## src/tprc_pkg.sv

```systemverilog
package tprc_pkg;

	// ------------------------------------------------------------------
	// Clock rates and measurement timing
	// ------------------------------------------------------------------
	localparam int unsigned CLK_HZ     = 100_000_000;
	localparam int unsigned MEAS_HZ    = 12_000_000;
	// Resolution of one measurement count, in ns.
	localparam int unsigned RES_NS     = 83;
	// Fractional divider: add STEP each aclk, wrap at MOD, tick on wrap.
	localparam logic [7:0]  ACC_MOD    = 8'(CLK_HZ / 1_000_000);
	localparam logic [7:0]  ACC_STEP   = 8'(MEAS_HZ / 1_000_000);

	// ------------------------------------------------------------------
	// Register byte offsets
	// ------------------------------------------------------------------
	localparam logic [7:0]  OFS_CTRL   = 8'h00;
	localparam logic [7:0]  OFS_STATUS = 8'h04;
	localparam logic [7:0]  OFS_PERIOD = 8'h08;
	localparam logic [7:0]  OFS_RDBK   = 8'h0C;

	// ------------------------------------------------------------------
	// Control fields
	// ------------------------------------------------------------------
	localparam int unsigned CTRL_W     = 6;
	localparam int unsigned CTRL_DAOUT = 0;
	localparam int unsigned CTRL_RDBK  = 1;
	localparam int unsigned CTRL_TACH  = 2;
	localparam int unsigned CTRL_RISE  = 3;
	localparam int unsigned CTRL_STALE = 4;
	localparam int unsigned CTRL_RCLR  = 5;
	localparam logic [5:0]  CTRL_RST   = 6'h00;

	// ------------------------------------------------------------------
	// Status fields
	// ------------------------------------------------------------------
	localparam int unsigned STAT_OVR   = 0;
	localparam int unsigned STAT_FRESH = 1;
	localparam int unsigned STAT_DONE  = 2;

	// ------------------------------------------------------------------
	// Bus answers, stream channels and sequencer states
	// ------------------------------------------------------------------
	localparam logic [1:0]  RESP_OKAY   = 2'h0;
	localparam logic [1:0]  RESP_SLVERR = 2'h2;

	typedef enum logic [1:0] {
		TPRC_CH_RDBK = 2'b00,
		TPRC_CH_TACH = 2'b01
	} tprc_chan_t;

	typedef enum logic [1:0] {
		EM_IDLE = 2'b00,
		EM_RDBK = 2'b01,
		EM_TACH = 2'b10
	} tprc_emit_t;

endpackage : tprc_pkg

```

## src/tprc_top.sv

```systemverilog
// Overview of operation
// - Analog output data is driven only while its output enable is set.
// - With read-back on, the output value is inserted into the input stream.
// - The read-back value is sampled at the same instant as each scan.
// - Read-back follows the scan trigger and clock like any input channel.
// - Tachometer period is counted in ticks of an internal 12 MHz clock.
// - Tachometer value enters the stream only while tachometer enable is on.
// - Period runs rising to rising or falling to falling, as selected.
// - With stale indicator on, MSB is 0 for fresh data, 1 for old.
// - With stale indicator on, a value sampled before a measurement completes carries MSB 1.
// - With stale indicator off, the reported MSB is always 0.
// - Read-and-clear zeroes reported value between measurements, else holds.
// - Tachometer value is captured at the same instant as each scan.
// - Tachometer channel follows the scan trigger and clock options.
//
// The address map and register access over AXI4-Lite are this design's own decisions.
`timescale 1ns/10ps

module tprc_fifo #(
	parameter int unsigned WIDTH = 34,
	parameter int unsigned DEPTH = 2
) (
	input  wire logic             aclk,
	input  wire logic             aresetn,
	input  wire logic             in_valid,
	output logic                  in_ready,
	input  wire logic [WIDTH-1:0] in_data,
	output logic                  out_valid,
	input  wire logic             out_ready,
	output logic [WIDTH-1:0]      out_data
);
	// Shift buffer: slot 0 is the head, so the output is a flip-flop.
	logic [WIDTH-1:0] mem_q [DEPTH];
	logic [DEPTH-1:0] vld_q;
	logic [WIDTH-1:0] mem_d [DEPTH];
	logic [DEPTH-1:0] vld_d;
	logic             pop;
	logic             push;
	logic             placed;

	assign pop       = vld_q[0] & out_ready;
	assign push      = in_valid & ~vld_q[DEPTH-1];
	assign in_ready  = ~vld_q[DEPTH-1];
	assign out_valid = vld_q[0];
	assign out_data  = mem_q[0];

	always_comb begin
		placed = 1'b0;
		for (int i = 0; i < DEPTH; i++) begin
			if (pop) begin
				vld_d[i] = (i < DEPTH - 1) ? vld_q[(i + 1) % DEPTH] : 1'b0;
				mem_d[i] = (i < DEPTH - 1) ? mem_q[(i + 1) % DEPTH] : mem_q[i];
			end else begin
				vld_d[i] = vld_q[i];
				mem_d[i] = mem_q[i];
			end
			if (push && !placed && !vld_d[i]) begin
				vld_d[i] = 1'b1;
				mem_d[i] = in_data;
				placed   = 1'b1;
			end
		end
	end

	always_ff @(posedge aclk) begin
		if (!aresetn) begin
			vld_q <= '0;
			for (int i = 0; i < DEPTH; i++) begin
				mem_q[i] <= '0;
			end
		end else begin
			vld_q <= vld_d;
			mem_q <= mem_d;
		end
	end

endmodule : tprc_fifo

module tprc_top #(
	parameter int unsigned DAC_W  = 16,
	parameter int unsigned TACH_W = 31,
	parameter int unsigned BUF_D  = 2
) (
	input  wire logic              aclk,
	input  wire logic              aresetn,
	input  wire logic [7:0]        s_axi_awaddr,
	input  wire logic              s_axi_awvalid,
	output logic                   s_axi_awready,
	input  wire logic [31:0]       s_axi_wdata,
	input  wire logic [3:0]        s_axi_wstrb,
	input  wire logic              s_axi_wvalid,
	output logic                   s_axi_wready,
	output logic [1:0]             s_axi_bresp,
	output logic                   s_axi_bvalid,
	input  wire logic              s_axi_bready,
	input  wire logic [7:0]        s_axi_araddr,
	input  wire logic              s_axi_arvalid,
	output logic                   s_axi_arready,
	output logic [31:0]            s_axi_rdata,
	output logic [1:0]             s_axi_rresp,
	output logic                   s_axi_rvalid,
	input  wire logic              s_axi_rready,
	input  wire logic              tach_in,
	input  wire logic [DAC_W-1:0]  dac_value,
	output logic [DAC_W-1:0]       dac_out_data,
	output logic                   dac_out_en,
	input  wire logic              scan_strobe,
	output logic                   m_tvalid,
	input  wire logic              m_tready,
	output logic [31:0]            m_tdata,
	output logic [1:0]             m_tuser,
	output logic                   overrun
);
	// ------------------------------------------------------------------
	// Register bus
	// ------------------------------------------------------------------
	logic [5:0]        ctrl_q;
	logic              ovr_q;
	logic              aw_v_q;
	logic [7:0]        aw_a_q;
	logic              w_v_q;
	logic [31:0]       w_d_q;
	logic [3:0]        w_s_q;
	logic              awready_q;
	logic              wready_q;
	logic              bvalid_q;
	logic [1:0]        bresp_q;
	logic              arready_q;
	logic              rvalid_q;
	logic [31:0]       rdata_q;
	logic [1:0]        rresp_q;
	logic              aw_take;
	logic              w_take;
	logic              wr_go;
	logic              aw_v_d;
	logic              w_v_d;
	logic              bvalid_d;
	logic              ar_go;
	logic              rvalid_d;
	logic              wr_ctrl;
	logic              wr_stat;
	logic              wr_hit;
	logic              rd_hit;
	logic [31:0]       rd_mux;
	logic              ovr_set;

	// Tachometer and stream state, declared here for the read mux.
	logic [TACH_W-1:0] period_q;
	logic              fresh_q;
	logic              done_q;
	logic [DAC_W-1:0]  rb_hold_q;

	assign aw_take  = s_axi_awvalid & awready_q;
	assign w_take   = s_axi_wvalid & wready_q;
	assign wr_go    = aw_v_q & w_v_q & ~bvalid_q;
	assign aw_v_d   = (aw_v_q | aw_take) & ~wr_go;
	assign w_v_d    = (w_v_q | w_take) & ~wr_go;
	assign bvalid_d = wr_go | (bvalid_q & ~s_axi_bready);
	assign wr_hit   = (aw_a_q[7:2] == tprc_pkg::OFS_CTRL[7:2]) |
	                  (aw_a_q[7:2] == tprc_pkg::OFS_STATUS[7:2]);
	assign wr_ctrl  = wr_go & w_s_q[0] &
	                  (aw_a_q[7:2] == tprc_pkg::OFS_CTRL[7:2]);
	assign wr_stat  = wr_go & w_s_q[0] &
	                  (aw_a_q[7:2] == tprc_pkg::OFS_STATUS[7:2]);
	assign ar_go    = s_axi_arvalid & arready_q;
	assign rvalid_d = ar_go | (rvalid_q & ~s_axi_rready);
	assign rd_hit   = s_axi_araddr[7:4] == 4'h0;
	assign rd_mux   =
		(s_axi_araddr[7:2] == tprc_pkg::OFS_CTRL[7:2])   ?
			{26'h0000000, ctrl_q} :
		(s_axi_araddr[7:2] == tprc_pkg::OFS_STATUS[7:2]) ?
			{29'h00000000, done_q, fresh_q, ovr_q} :
		(s_axi_araddr[7:2] == tprc_pkg::OFS_PERIOD[7:2]) ?
			32'(period_q) :
		(s_axi_araddr[7:2] == tprc_pkg::OFS_RDBK[7:2])   ?
			32'(rb_hold_q) : 32'h00000000;

	always_ff @(posedge aclk) begin
		if (!aresetn) begin
			aw_v_q    <= 1'b0;
			aw_a_q    <= 8'h00;
			w_v_q     <= 1'b0;
			w_d_q     <= 32'h00000000;
			w_s_q     <= 4'h0;
			awready_q <= 1'b0;
			wready_q  <= 1'b0;
			bvalid_q  <= 1'b0;
			bresp_q   <= tprc_pkg::RESP_OKAY;
		end else begin
			aw_v_q    <= aw_v_d;
			w_v_q     <= w_v_d;
			awready_q <= ~aw_v_d & ~bvalid_d;
			wready_q  <= ~w_v_d & ~bvalid_d;
			bvalid_q  <= bvalid_d;
			if (aw_take) begin
				aw_a_q <= s_axi_awaddr;
			end
			if (w_take) begin
				w_d_q <= s_axi_wdata;
				w_s_q <= s_axi_wstrb;
			end
			if (wr_go) begin
				bresp_q <= wr_hit ? tprc_pkg::RESP_OKAY : tprc_pkg::RESP_SLVERR;
			end
		end
	end

	always_ff @(posedge aclk) begin
		if (!aresetn) begin
			arready_q <= 1'b0;
			rvalid_q  <= 1'b0;
			rdata_q   <= 32'h00000000;
			rresp_q   <= tprc_pkg::RESP_OKAY;
		end else begin
			arready_q <= ~rvalid_d;
			rvalid_q  <= rvalid_d;
			if (ar_go) begin
				rdata_q <= rd_mux;
				rresp_q <= rd_hit ? tprc_pkg::RESP_OKAY : tprc_pkg::RESP_SLVERR;
			end
		end
	end

	// Overrun is write-one-to-clear; a new overrun in the same cycle wins.
	always_ff @(posedge aclk) begin
		if (!aresetn) begin
			ctrl_q <= tprc_pkg::CTRL_RST;
			ovr_q  <= 1'b0;
		end else begin
			if (wr_ctrl) begin
				ctrl_q <= w_d_q[5:0];
			end
			if (ovr_set) begin
				ovr_q <= 1'b1;
			end else if (wr_stat && w_d_q[tprc_pkg::STAT_OVR]) begin
				ovr_q <= 1'b0;
			end
		end
	end

	assign s_axi_awready = awready_q;
	assign s_axi_wready  = wready_q;
	assign s_axi_bvalid  = bvalid_q;
	assign s_axi_bresp   = bresp_q;
	assign s_axi_arready = arready_q;
	assign s_axi_rvalid  = rvalid_q;
	assign s_axi_rdata   = rdata_q;
	assign s_axi_rresp   = rresp_q;
	assign overrun       = ovr_q;

	// ------------------------------------------------------------------
	// Analog output gating
	// ------------------------------------------------------------------
	logic [DAC_W-1:0] dac_q;
	logic             dac_en_q;

	always_ff @(posedge aclk) begin
		if (!aresetn) begin
			dac_q    <= '0;
			dac_en_q <= 1'b0;
		end else begin
			dac_en_q <= ctrl_q[tprc_pkg::CTRL_DAOUT];
			dac_q    <= ctrl_q[tprc_pkg::CTRL_DAOUT] ? dac_value : '0;
		end
	end

	assign dac_out_data = dac_q;
	assign dac_out_en   = dac_en_q;

	// ------------------------------------------------------------------
	// Tachometer period measurement
	// ------------------------------------------------------------------
	logic [7:0]        acc_q;
	logic              tick;
	logic [7:0]        acc_sum;
	logic              t_meta_q;
	logic              t_sync_q;
	logic              t_prev_q;
	logic              edge_hit;
	logic [TACH_W-1:0] cnt_q;
	logic              armed_q;
	logic              tach_on;
	logic              scan_tach;

	assign acc_sum  = acc_q + tprc_pkg::ACC_STEP;
	assign tick     = acc_sum >= tprc_pkg::ACC_MOD;
	assign tach_on  = ctrl_q[tprc_pkg::CTRL_TACH];
	assign edge_hit = ctrl_q[tprc_pkg::CTRL_RISE] ?
	                  (t_sync_q & ~t_prev_q) : (~t_sync_q & t_prev_q);

	always_ff @(posedge aclk) begin
		if (!aresetn) begin
			acc_q    <= 8'h00;
			t_meta_q <= 1'b0;
			t_sync_q <= 1'b0;
			t_prev_q <= 1'b0;
		end else begin
			acc_q    <= tick ? acc_sum - tprc_pkg::ACC_MOD : acc_sum;
			t_meta_q <= tach_in;
			t_sync_q <= t_meta_q;
			t_prev_q <= t_sync_q;
		end
	end

	// The first edge after enabling only arms; the count saturates.
	always_ff @(posedge aclk) begin
		if (!aresetn) begin
			cnt_q    <= '0;
			armed_q  <= 1'b0;
			period_q <= '0;
			fresh_q  <= 1'b0;
			done_q   <= 1'b0;
		end else if (!tach_on) begin
			cnt_q   <= '0;
			armed_q <= 1'b0;
			fresh_q <= 1'b0;
		end else if (edge_hit) begin
			// A tick in the edge cycle already belongs to the new period.
			cnt_q   <= TACH_W'(tick);
			armed_q <= 1'b1;
			if (armed_q) begin
				period_q <= cnt_q;
				fresh_q  <= 1'b1;
				done_q   <= 1'b1;
			end else if (scan_tach) begin
				fresh_q <= 1'b0;
			end
		end else begin
			if (tick && !(&cnt_q)) begin
				cnt_q <= cnt_q + 1'b1;
			end
			if (scan_tach) begin
				fresh_q <= 1'b0;
			end
		end
	end

	// ------------------------------------------------------------------
	// Scan capture and stream insertion
	// ------------------------------------------------------------------
	tprc_pkg::tprc_emit_t state_q;
	tprc_pkg::tprc_emit_t state_d;
	logic [31:0]          tach_hold_q;
	logic                 tach_inc_q;
	logic [TACH_W-1:0]    tach_val;
	logic                 stale_bit;
	logic                 push_v;
	logic                 push_rdy;
	logic [33:0]          push_d;
	logic                 push_ok;
	logic [33:0]          buf_out;

	assign scan_tach = scan_strobe & tach_on;
	assign tach_val  = (ctrl_q[tprc_pkg::CTRL_RCLR] && !fresh_q) ?
	                   '0 : period_q;
	assign stale_bit = ctrl_q[tprc_pkg::CTRL_STALE] & ~fresh_q;
	assign ovr_set   = scan_strobe & (state_q != tprc_pkg::EM_IDLE);
	assign push_v    = (state_q == tprc_pkg::EM_RDBK) |
	                   (state_q == tprc_pkg::EM_TACH);
	assign push_ok   = push_v & push_rdy;
	assign push_d    = (state_q == tprc_pkg::EM_RDBK) ?
	                   {tprc_pkg::TPRC_CH_RDBK, 32'(rb_hold_q)} :
	                   {tprc_pkg::TPRC_CH_TACH, tach_hold_q};

	always_comb begin
		state_d = state_q;
		case (state_q)
			tprc_pkg::EM_IDLE: begin
				state_d = tprc_pkg::EM_IDLE;
			end
			tprc_pkg::EM_RDBK: begin
				if (push_ok) begin
					state_d = tach_inc_q ? tprc_pkg::EM_TACH : tprc_pkg::EM_IDLE;
				end
			end
			tprc_pkg::EM_TACH: begin
				if (push_ok) begin
					state_d = tprc_pkg::EM_IDLE;
				end
			end
			default: begin
				state_d = tprc_pkg::EM_IDLE;
			end
		endcase
		// A new scan restarts the sequence with freshly sampled values.
		if (scan_strobe) begin
			if (ctrl_q[tprc_pkg::CTRL_RDBK]) begin
				state_d = tprc_pkg::EM_RDBK;
			end else if (tach_on) begin
				state_d = tprc_pkg::EM_TACH;
			end else begin
				state_d = tprc_pkg::EM_IDLE;
			end
		end
	end

	always_ff @(posedge aclk) begin
		if (!aresetn) begin
			state_q     <= tprc_pkg::EM_IDLE;
			rb_hold_q   <= '0;
			tach_hold_q <= 32'h00000000;
			tach_inc_q  <= 1'b0;
		end else begin
			state_q <= state_d;
			if (scan_strobe) begin
				rb_hold_q   <= dac_value;
				tach_hold_q <= {stale_bit, tach_val};
				tach_inc_q  <= tach_on;
			end
		end
	end

	tprc_fifo #(
		.WIDTH (34),
		.DEPTH (BUF_D)
	) u_buf (
		.aclk      (aclk),
		.aresetn   (aresetn),
		.in_valid  (push_v),
		.in_ready  (push_rdy),
		.in_data   (push_d),
		.out_valid (m_tvalid),
		.out_ready (m_tready),
		.out_data  (buf_out)
	);

	assign m_tuser = buf_out[33:32];
	assign m_tdata = buf_out[31:0];

endmodule : tprc_top

```

## config.mk

```make
export PLATFORM = sky130hd
export DESIGN_NAME = tprc_top
export DESIGN_NICKNAME = d
export VERILOG_FILES = /design/src/tprc_pkg.sv /design/src/tprc_top.sv
export SDC_FILE = /design/constraint.sdc
export NUM_CORES = 1
export LEC_CHECK = 0
export BUFFER_PORTS_ARGS = -buffer_cell sky130_fd_sc_hd__buf_4
export CORE_ASPECT_RATIO = 2
export CORE_UTILIZATION = 57
export CTS_BUF_LIST = sky130_fd_sc_hd__clkbuf_16
export DETAILED_ROUTE_END_ITERATION = 6
export GPL_TIMING_DRIVEN = 0
export HOLD_SLACK_MARGIN = 0.03
export PLACE_DENSITY = 0.83
export SLEW_MARGIN = 5
export SYNTH_ARGS = -nofsm -noshare
export SYNTH_HDL_FRONTEND = slang
export SYNTH_SLANG_ARGS = --single-unit
```

## constraint.sdc

```tcl
create_clock -name aclk -period 3.8 [get_ports aclk]
set_input_delay 0.19 -clock aclk [delete_from_list [all_inputs] [get_ports aclk]]
set_output_delay 0.19 -clock aclk [all_outputs]
set_load 0.01 [all_outputs]
```

* After elaboration in Yosys (flattened, before gate mapping)
Index checks and enable logic that the tools add are counted.
** Storage, ports and cells
- Bits in registers :: 279
- Bits of input ports :: 78
- Output and inout port bits :: 94
** Operators by class
- Add/subtract/negate cells :: 3
- $lt $le $gt $ge :: 1
- Eq/ne operators :: 8
- Multiplexer cells :: 31
- Bitwise gates (word level) :: 41
- Reductions and logical operators :: 24
** Operator list (count)
- 2-to-1 mux 31 bit :: 4
- 2-to-1 mux 34 bit :: 2
- 2-to-1 mux 33 bit :: 1
- adder 31 x 1 -> 31 bit (second input constant) :: 1
- AND reduction 31 bit :: 1
- bitwise AND 1 bit :: 21
- 2-to-1 mux 16 bit :: 1
- 2-to-1 mux 2 bit :: 8
- NOT 1 bit :: 14
- 2-to-1 mux 1 bit :: 13
- equality test 6 x 1 -> 1 bit (second input constant) :: 2
- equality test 6 x 2 -> 1 bit (second input constant) :: 2
- logical NOT 6 bit :: 2
- adder 8 x 4 -> 8 bit (second input constant) :: 1
- >= comparator 8 x 7 -> 1 bit (second input constant) :: 1
- 2-to-1 mux 8 bit :: 1
- nonzero test 2 bit :: 4
- subtractor 8 x 7 -> 8 bit (second input constant) :: 1
- logical AND 1 bit :: 6
- != test 3 x 2 -> 1 bit (second input constant) :: 2
- OR 1 bit :: 6
- AND reduction 2 bit :: 3
- logical NOT 1 bit :: 5
- logical NOT 4 bit :: 1
- 5 further kinds :: 5

* Logic depth before layout (Yosys ltp)
- Depth in word-level cells :: 9
- Mapped depth :: 12

* By module
From an unflattened synthesis, not the netlist that was laid out.
** Unflattened totals
- Cell total of the unflattened synthesis :: 1350
- Area, all modules :: 11661.2 sq um
** Modules (own cells, without submodules)
- tprc_top :: instances 1, cells an instance 960, area an instance 8321.7 sq um, sequential area each 4043.9 sq um
- tprc_fifo :: instances 1, cells an instance 390, area an instance 3339.5 sq um, sequential area each 1401.3 sq um

* Worst setup path before layout
No wires, ideal clock.
- Path kind :: register to register
- Start point :: reg acc_q[2]
- End point :: reg cnt_q[10]
- Library setup time :: 70 ps
- Data arrival time :: 2847 ps
- Required time :: 3730 ps
- Setup slack :: 883 ps
- Cell stages (with the launch flop) :: 12
- Path buffers :: 3
- Period minus slack after synthesis :: 2917 ps
- Cell sequence :: dfxtp_1 -> clkbuf_1 -> inv_1 -> ha_1 -> or3b_1 -> a2111oi_4 -> o21ai_2 -> and2_1 -> buf_2 -> buf_6 -> or4_1 -> a21oi_1
** Between the ends
- Word-level cells in the longest chain between the ends :: 3
** Ends and longest elaborated chain
- start: declaration :: line tprc_top.sv:273 : logic [7:0] acc_q;
- start signal: assignment :: line tprc_top.sv:298 : acc_q <= tick ? acc_sum - tprc_pkg::ACC_MOD : acc_sum;
- adder 8 x 4 -> 8 bit :: line tprc_top.sv:285 : assign acc_sum = acc_q + tprc_pkg::ACC_STEP;
- >= comparator 8 x 7 -> 1 bit :: line tprc_top.sv:286 : assign tick = acc_sum >= tprc_pkg::ACC_MOD;
- logical AND 1 bit :: line tprc_top.sv:329 : if (tick && !(&cnt_q)) begin
- end signal: assignment :: line tprc_top.sv:319 : cnt_q <= TACH_W'(tick);
- end signal: assignment :: line tprc_top.sv:330 : cnt_q <= cnt_q + 1'b1;
- end: declaration :: line tprc_top.sv:280 : logic [TACH_W-1:0] cnt_q;
Every way passes these cells.
A chain may end at the register's enable or synchronous reset.

* Worst setup path in the final report
- Start point :: reg acc_q[2]
- End point :: reg cnt_q[15]
Same word-level chain as after synthesis.

==> flow_summary.toml <==
[power_and_ir_drop]
swShare_pct = 24.5
clkPwrFrac_pct = 41.0
ir_worst_vdd_v = 0.000420
seqPwrFrac_pct = 51.2
switchingPower_uw = 1390
p_leak_uw = 0.00513
p_comb_share_pct = 7.8
internal_power_uw = 4300
power.total_uw = 5690
power_density_mw_per_mm2 = 418

[critical_path]
arrival_ns = 3.88
critical_path_class = "reg -> reg"
crit_path_cell_trace = "clkbuf_1 > inv_1 > ha_1 > or3b_1 > a2111oi_4 > o21ai_2 > and2_1 > buf_2 > clkbuf_1 > nor4_1 > mux2i_1"
critPathLaunchType = "flip-flop"
crit_family = "simple AND/OR/NAND/NOR gates"
cpMaxStageDelayCell = "nor4_1"
path_buf_inv = 4
crit_top_cell = "clkbuf_1"
required_ns = 4.25
slowest_delay_ns = 0.42
endpoint_kind = "flip-flop"
critPathMaxFanout = 10

[final_layout]
drive_gt1_share_pct = 14.5
nNetsFinal = 1594
final_core_util_pct = 70.6
fin_area_sq_mm = 0.0136
syn_to_final_growth_pct = 21.4
antenna_cells = 0
instances_no_fill = 1785

[synthesis]
avgSynthCellArea_sq_um = 8.52
synth_edf_count = 0
synth_seq_area_share_pct = 48.2
synth_cell_type_count = 58
yosys_warnings = 0
ys.flop_type = "dfxtp_1"
ys_ff_latch = 270
syn_area_sq_mm = 0.0112
synthCells = 1316
ys_async_sr_fraction_pct = 0

[sta]
clock-skew-final_ns = 0.0121
slew_viol_final = 0
period_minus_slack_ns = 3.43
worstMarginPinSlew_ns = 1.01
rsz0062_at_grt = "false"
slew-limit-headroom_pct = 32.4
fin_crit_sh_pct = 90.2
fmax_mhz = 292
tns_ns = 0
hold_viol = 0
finalSetupViolCount = 0

[placed_design]
dp_hpwl_um = 23100
dp_cells = 1707
placed_cell_area_sq_mm = 0.0125
port_buffers = 129
gp_congestion = 0.960

[clocking]
cts_setup_buffers = 0
clock_path_buffers = 3
worst_skew_pair.late_latency_ns = 0.53
clkSinkCount = 270
cts_made_buffers = 23
root_buffer = "clkbuf_16"
cts_tree = "yes"
h-tree-depth = 1
path_clk_slew_ns = 0.07

[run_status]
status = "finished clean"

[detailed_routing]
drt_pre_antenna_iters = 6
vias = 10336
vias_per_cell = 5.79
routedWlPerCell_um = 17.9
ant_nets = 0
drt-initial-drc-count = 580
drc = 0
drt-total-wl_um = 32000

[floorplan]
die_area_sq_mm = 0.0203
placementRows = 72
die_y_um = 200
core_sq_mm = 0.0193
die_w_um = 101
num_io_pins = 172
initial_core_util_pct = 58.2

[global_route]
grt_overflow = 0
grt_pass1_vias = 10434
antenna_found_initial = 0
grt.total_usage_pct = 31.8
grt_first_pass_wirelength_um = 51100
grt_max_degree = 18

[min_path]
holdCritPathClass = "in -> reg"

[job]
cap_viol_max_count = 0
-- layer usage --
layer  up-vias  global-route usage [%]  wire, um
met5         -                       0         0
met4         0                    19.6      1970
met3       142                    3.77      1860
met2       439                    58.5     17100
met1      4846                    33.1     11000
li1       4909                       -         -
-- power by group through the flow --
stage                     Sequential [uW]  Clock [uW]  Combinational, uW
after detailed placement             2980           0                405
after CTS                            2910        2330                435
after floorplan                      2970           0                269
after global placement               2980           0                397
final                                2910        2330                444
after global routing                 2920        2440                481
-- registers in the layout (all words and copies together), names as in the netlist, 6 cells and up --
name	flops
u_buf.mem_q	33
u_buf.out_data	33
tach_hold_q	32
cnt_q	31
period_q	31
s_axi_rdata	31
dac_out_data	16
rb_hold_q	16
acc_q	6
aw_a_q	6
ctrl_q	6
w_d_q	6
-- metrics by stage --
step	hold WS (ns)	setup slack (ns)
after floorplan	0.317	0.883
after global placement	0.397	0.508
after detailed placement	0.401	0.458
after CTS	0.0343	0.425
after global routing	0.0452	0.0706
final	0.0273	0.373
-- final cells by class --
class / count / area (sq um)
Sequential cell: 270 / 5410
Clock buffer: 23 / 576
Inverter: 15 / 56.3
Buffer: 136 / 663
Multi-Input combinational cell: 898 / 5100
Fill cell: 1540 / 5670
Tap cell: 259 / 324
Timing Repair Buffer: 165 / 1330
Clock inverter: 19 / 158
-- repair_timing --
action,in CTS,in global routing
hold buffers,36,0
resized for setup,0,0
hold endpoints to repair,49,0
-- worst paths after layout --
| kind | endpoint | start | cells after the start | slack (ns) |
|---|---|---|---|---|
| worst max-delay path | cnt_q[15] | acc_q[2] | 11 | 0.37 |
| worst min-delay path | aw_a_q[3] | s_axi_awvalid | 3 | 0.03 |
| worst max register to register | cnt_q[15] | acc_q[2] | 11 | 0.37 |
| worst min register to register | t_sync_q | t_meta_q | 1 | 0.43 |
-- Yosys cell counts (2+ instances only) --
master	n	share of area, %
a2111oi_0	2	0.16
buf_4	37	2.5
dfxtp_1	270	48
buf_2	3	0.13
ha_1	7	0.78
nor4_1	8	0.45
xnor2_1	6	0.47
a22oi_1	20	1.3
o22ai_1	3	0.17
and2_1	8	0.45
a221oi_1	2	0.16
or3_1	17	0.95
nand2_1	163	5.5
a31o_2	2	0.16
nand3b_1	4	0.27
and3_1	43	2.4
nor2b_1	47	2.6
o21ai_0	18	0.80
a21oi_1	139	6.2
xor2_1	3	0.23
o31ai_1	10	0.67
o21a_1	3	0.20
nor2_1	156	5.2
buf_1	14	0.47
nor3b_1	3	0.20
inv_1	15	0.50
a211oi_1	54	3.6
clkbuf_2	2	0.089
mux4_2	3	0.60
nand2b_1	7	0.39
nand3_1	52	2.3
nor3_1	5	0.22
or4_1	13	0.87
nand4_1	8	0.45
a311oi_1	16	1.2
or2_2	4	0.22
clkbuf_1	79	2.6
mux2i_1	50	4.5
-- logic make-up after synthesis --
family / synth area share, %
multiplexers: 5.17
buffers and inverters: 6.42
AO/OA/AOI/OAI: 16.0
AND/OR/NAND/NOR: 22.7
XOR/XNOR: 0.703
other: 0.0334
flip-flops: 48.2
adder cells (fa/ha/maj): 0.781
-- layout by cell type, fill, tap and decap left out, types with 23 or more instances in the layout --
cell type and instances:
a211oi_1 54, clkbuf_1 79, dlygate4sd3_1 36, nand3_1 52, nor2b_1 47, a21oi_1 139, clkbuf_16 23, buf_4 166
nand2_1 163, nor2_1 156, and3_1 43, mux2i_1 50, dfxtp_1 270
-- worst register-to-register path, stage by stage, from the launching register on --
cell and delay (ns):
dfxtp_1 0.36, clkbuf_1 0.33, inv_1 0.12, ha_1 0.30
or3b_1 0.41, a2111oi_4 0.35, o21ai_2 0.18, and2_1 0.20
buf_2 0.18, clkbuf_1 0.26, nor4_1 0.42, mux2i_1 0.24
(Power assumes the default switching activity.)
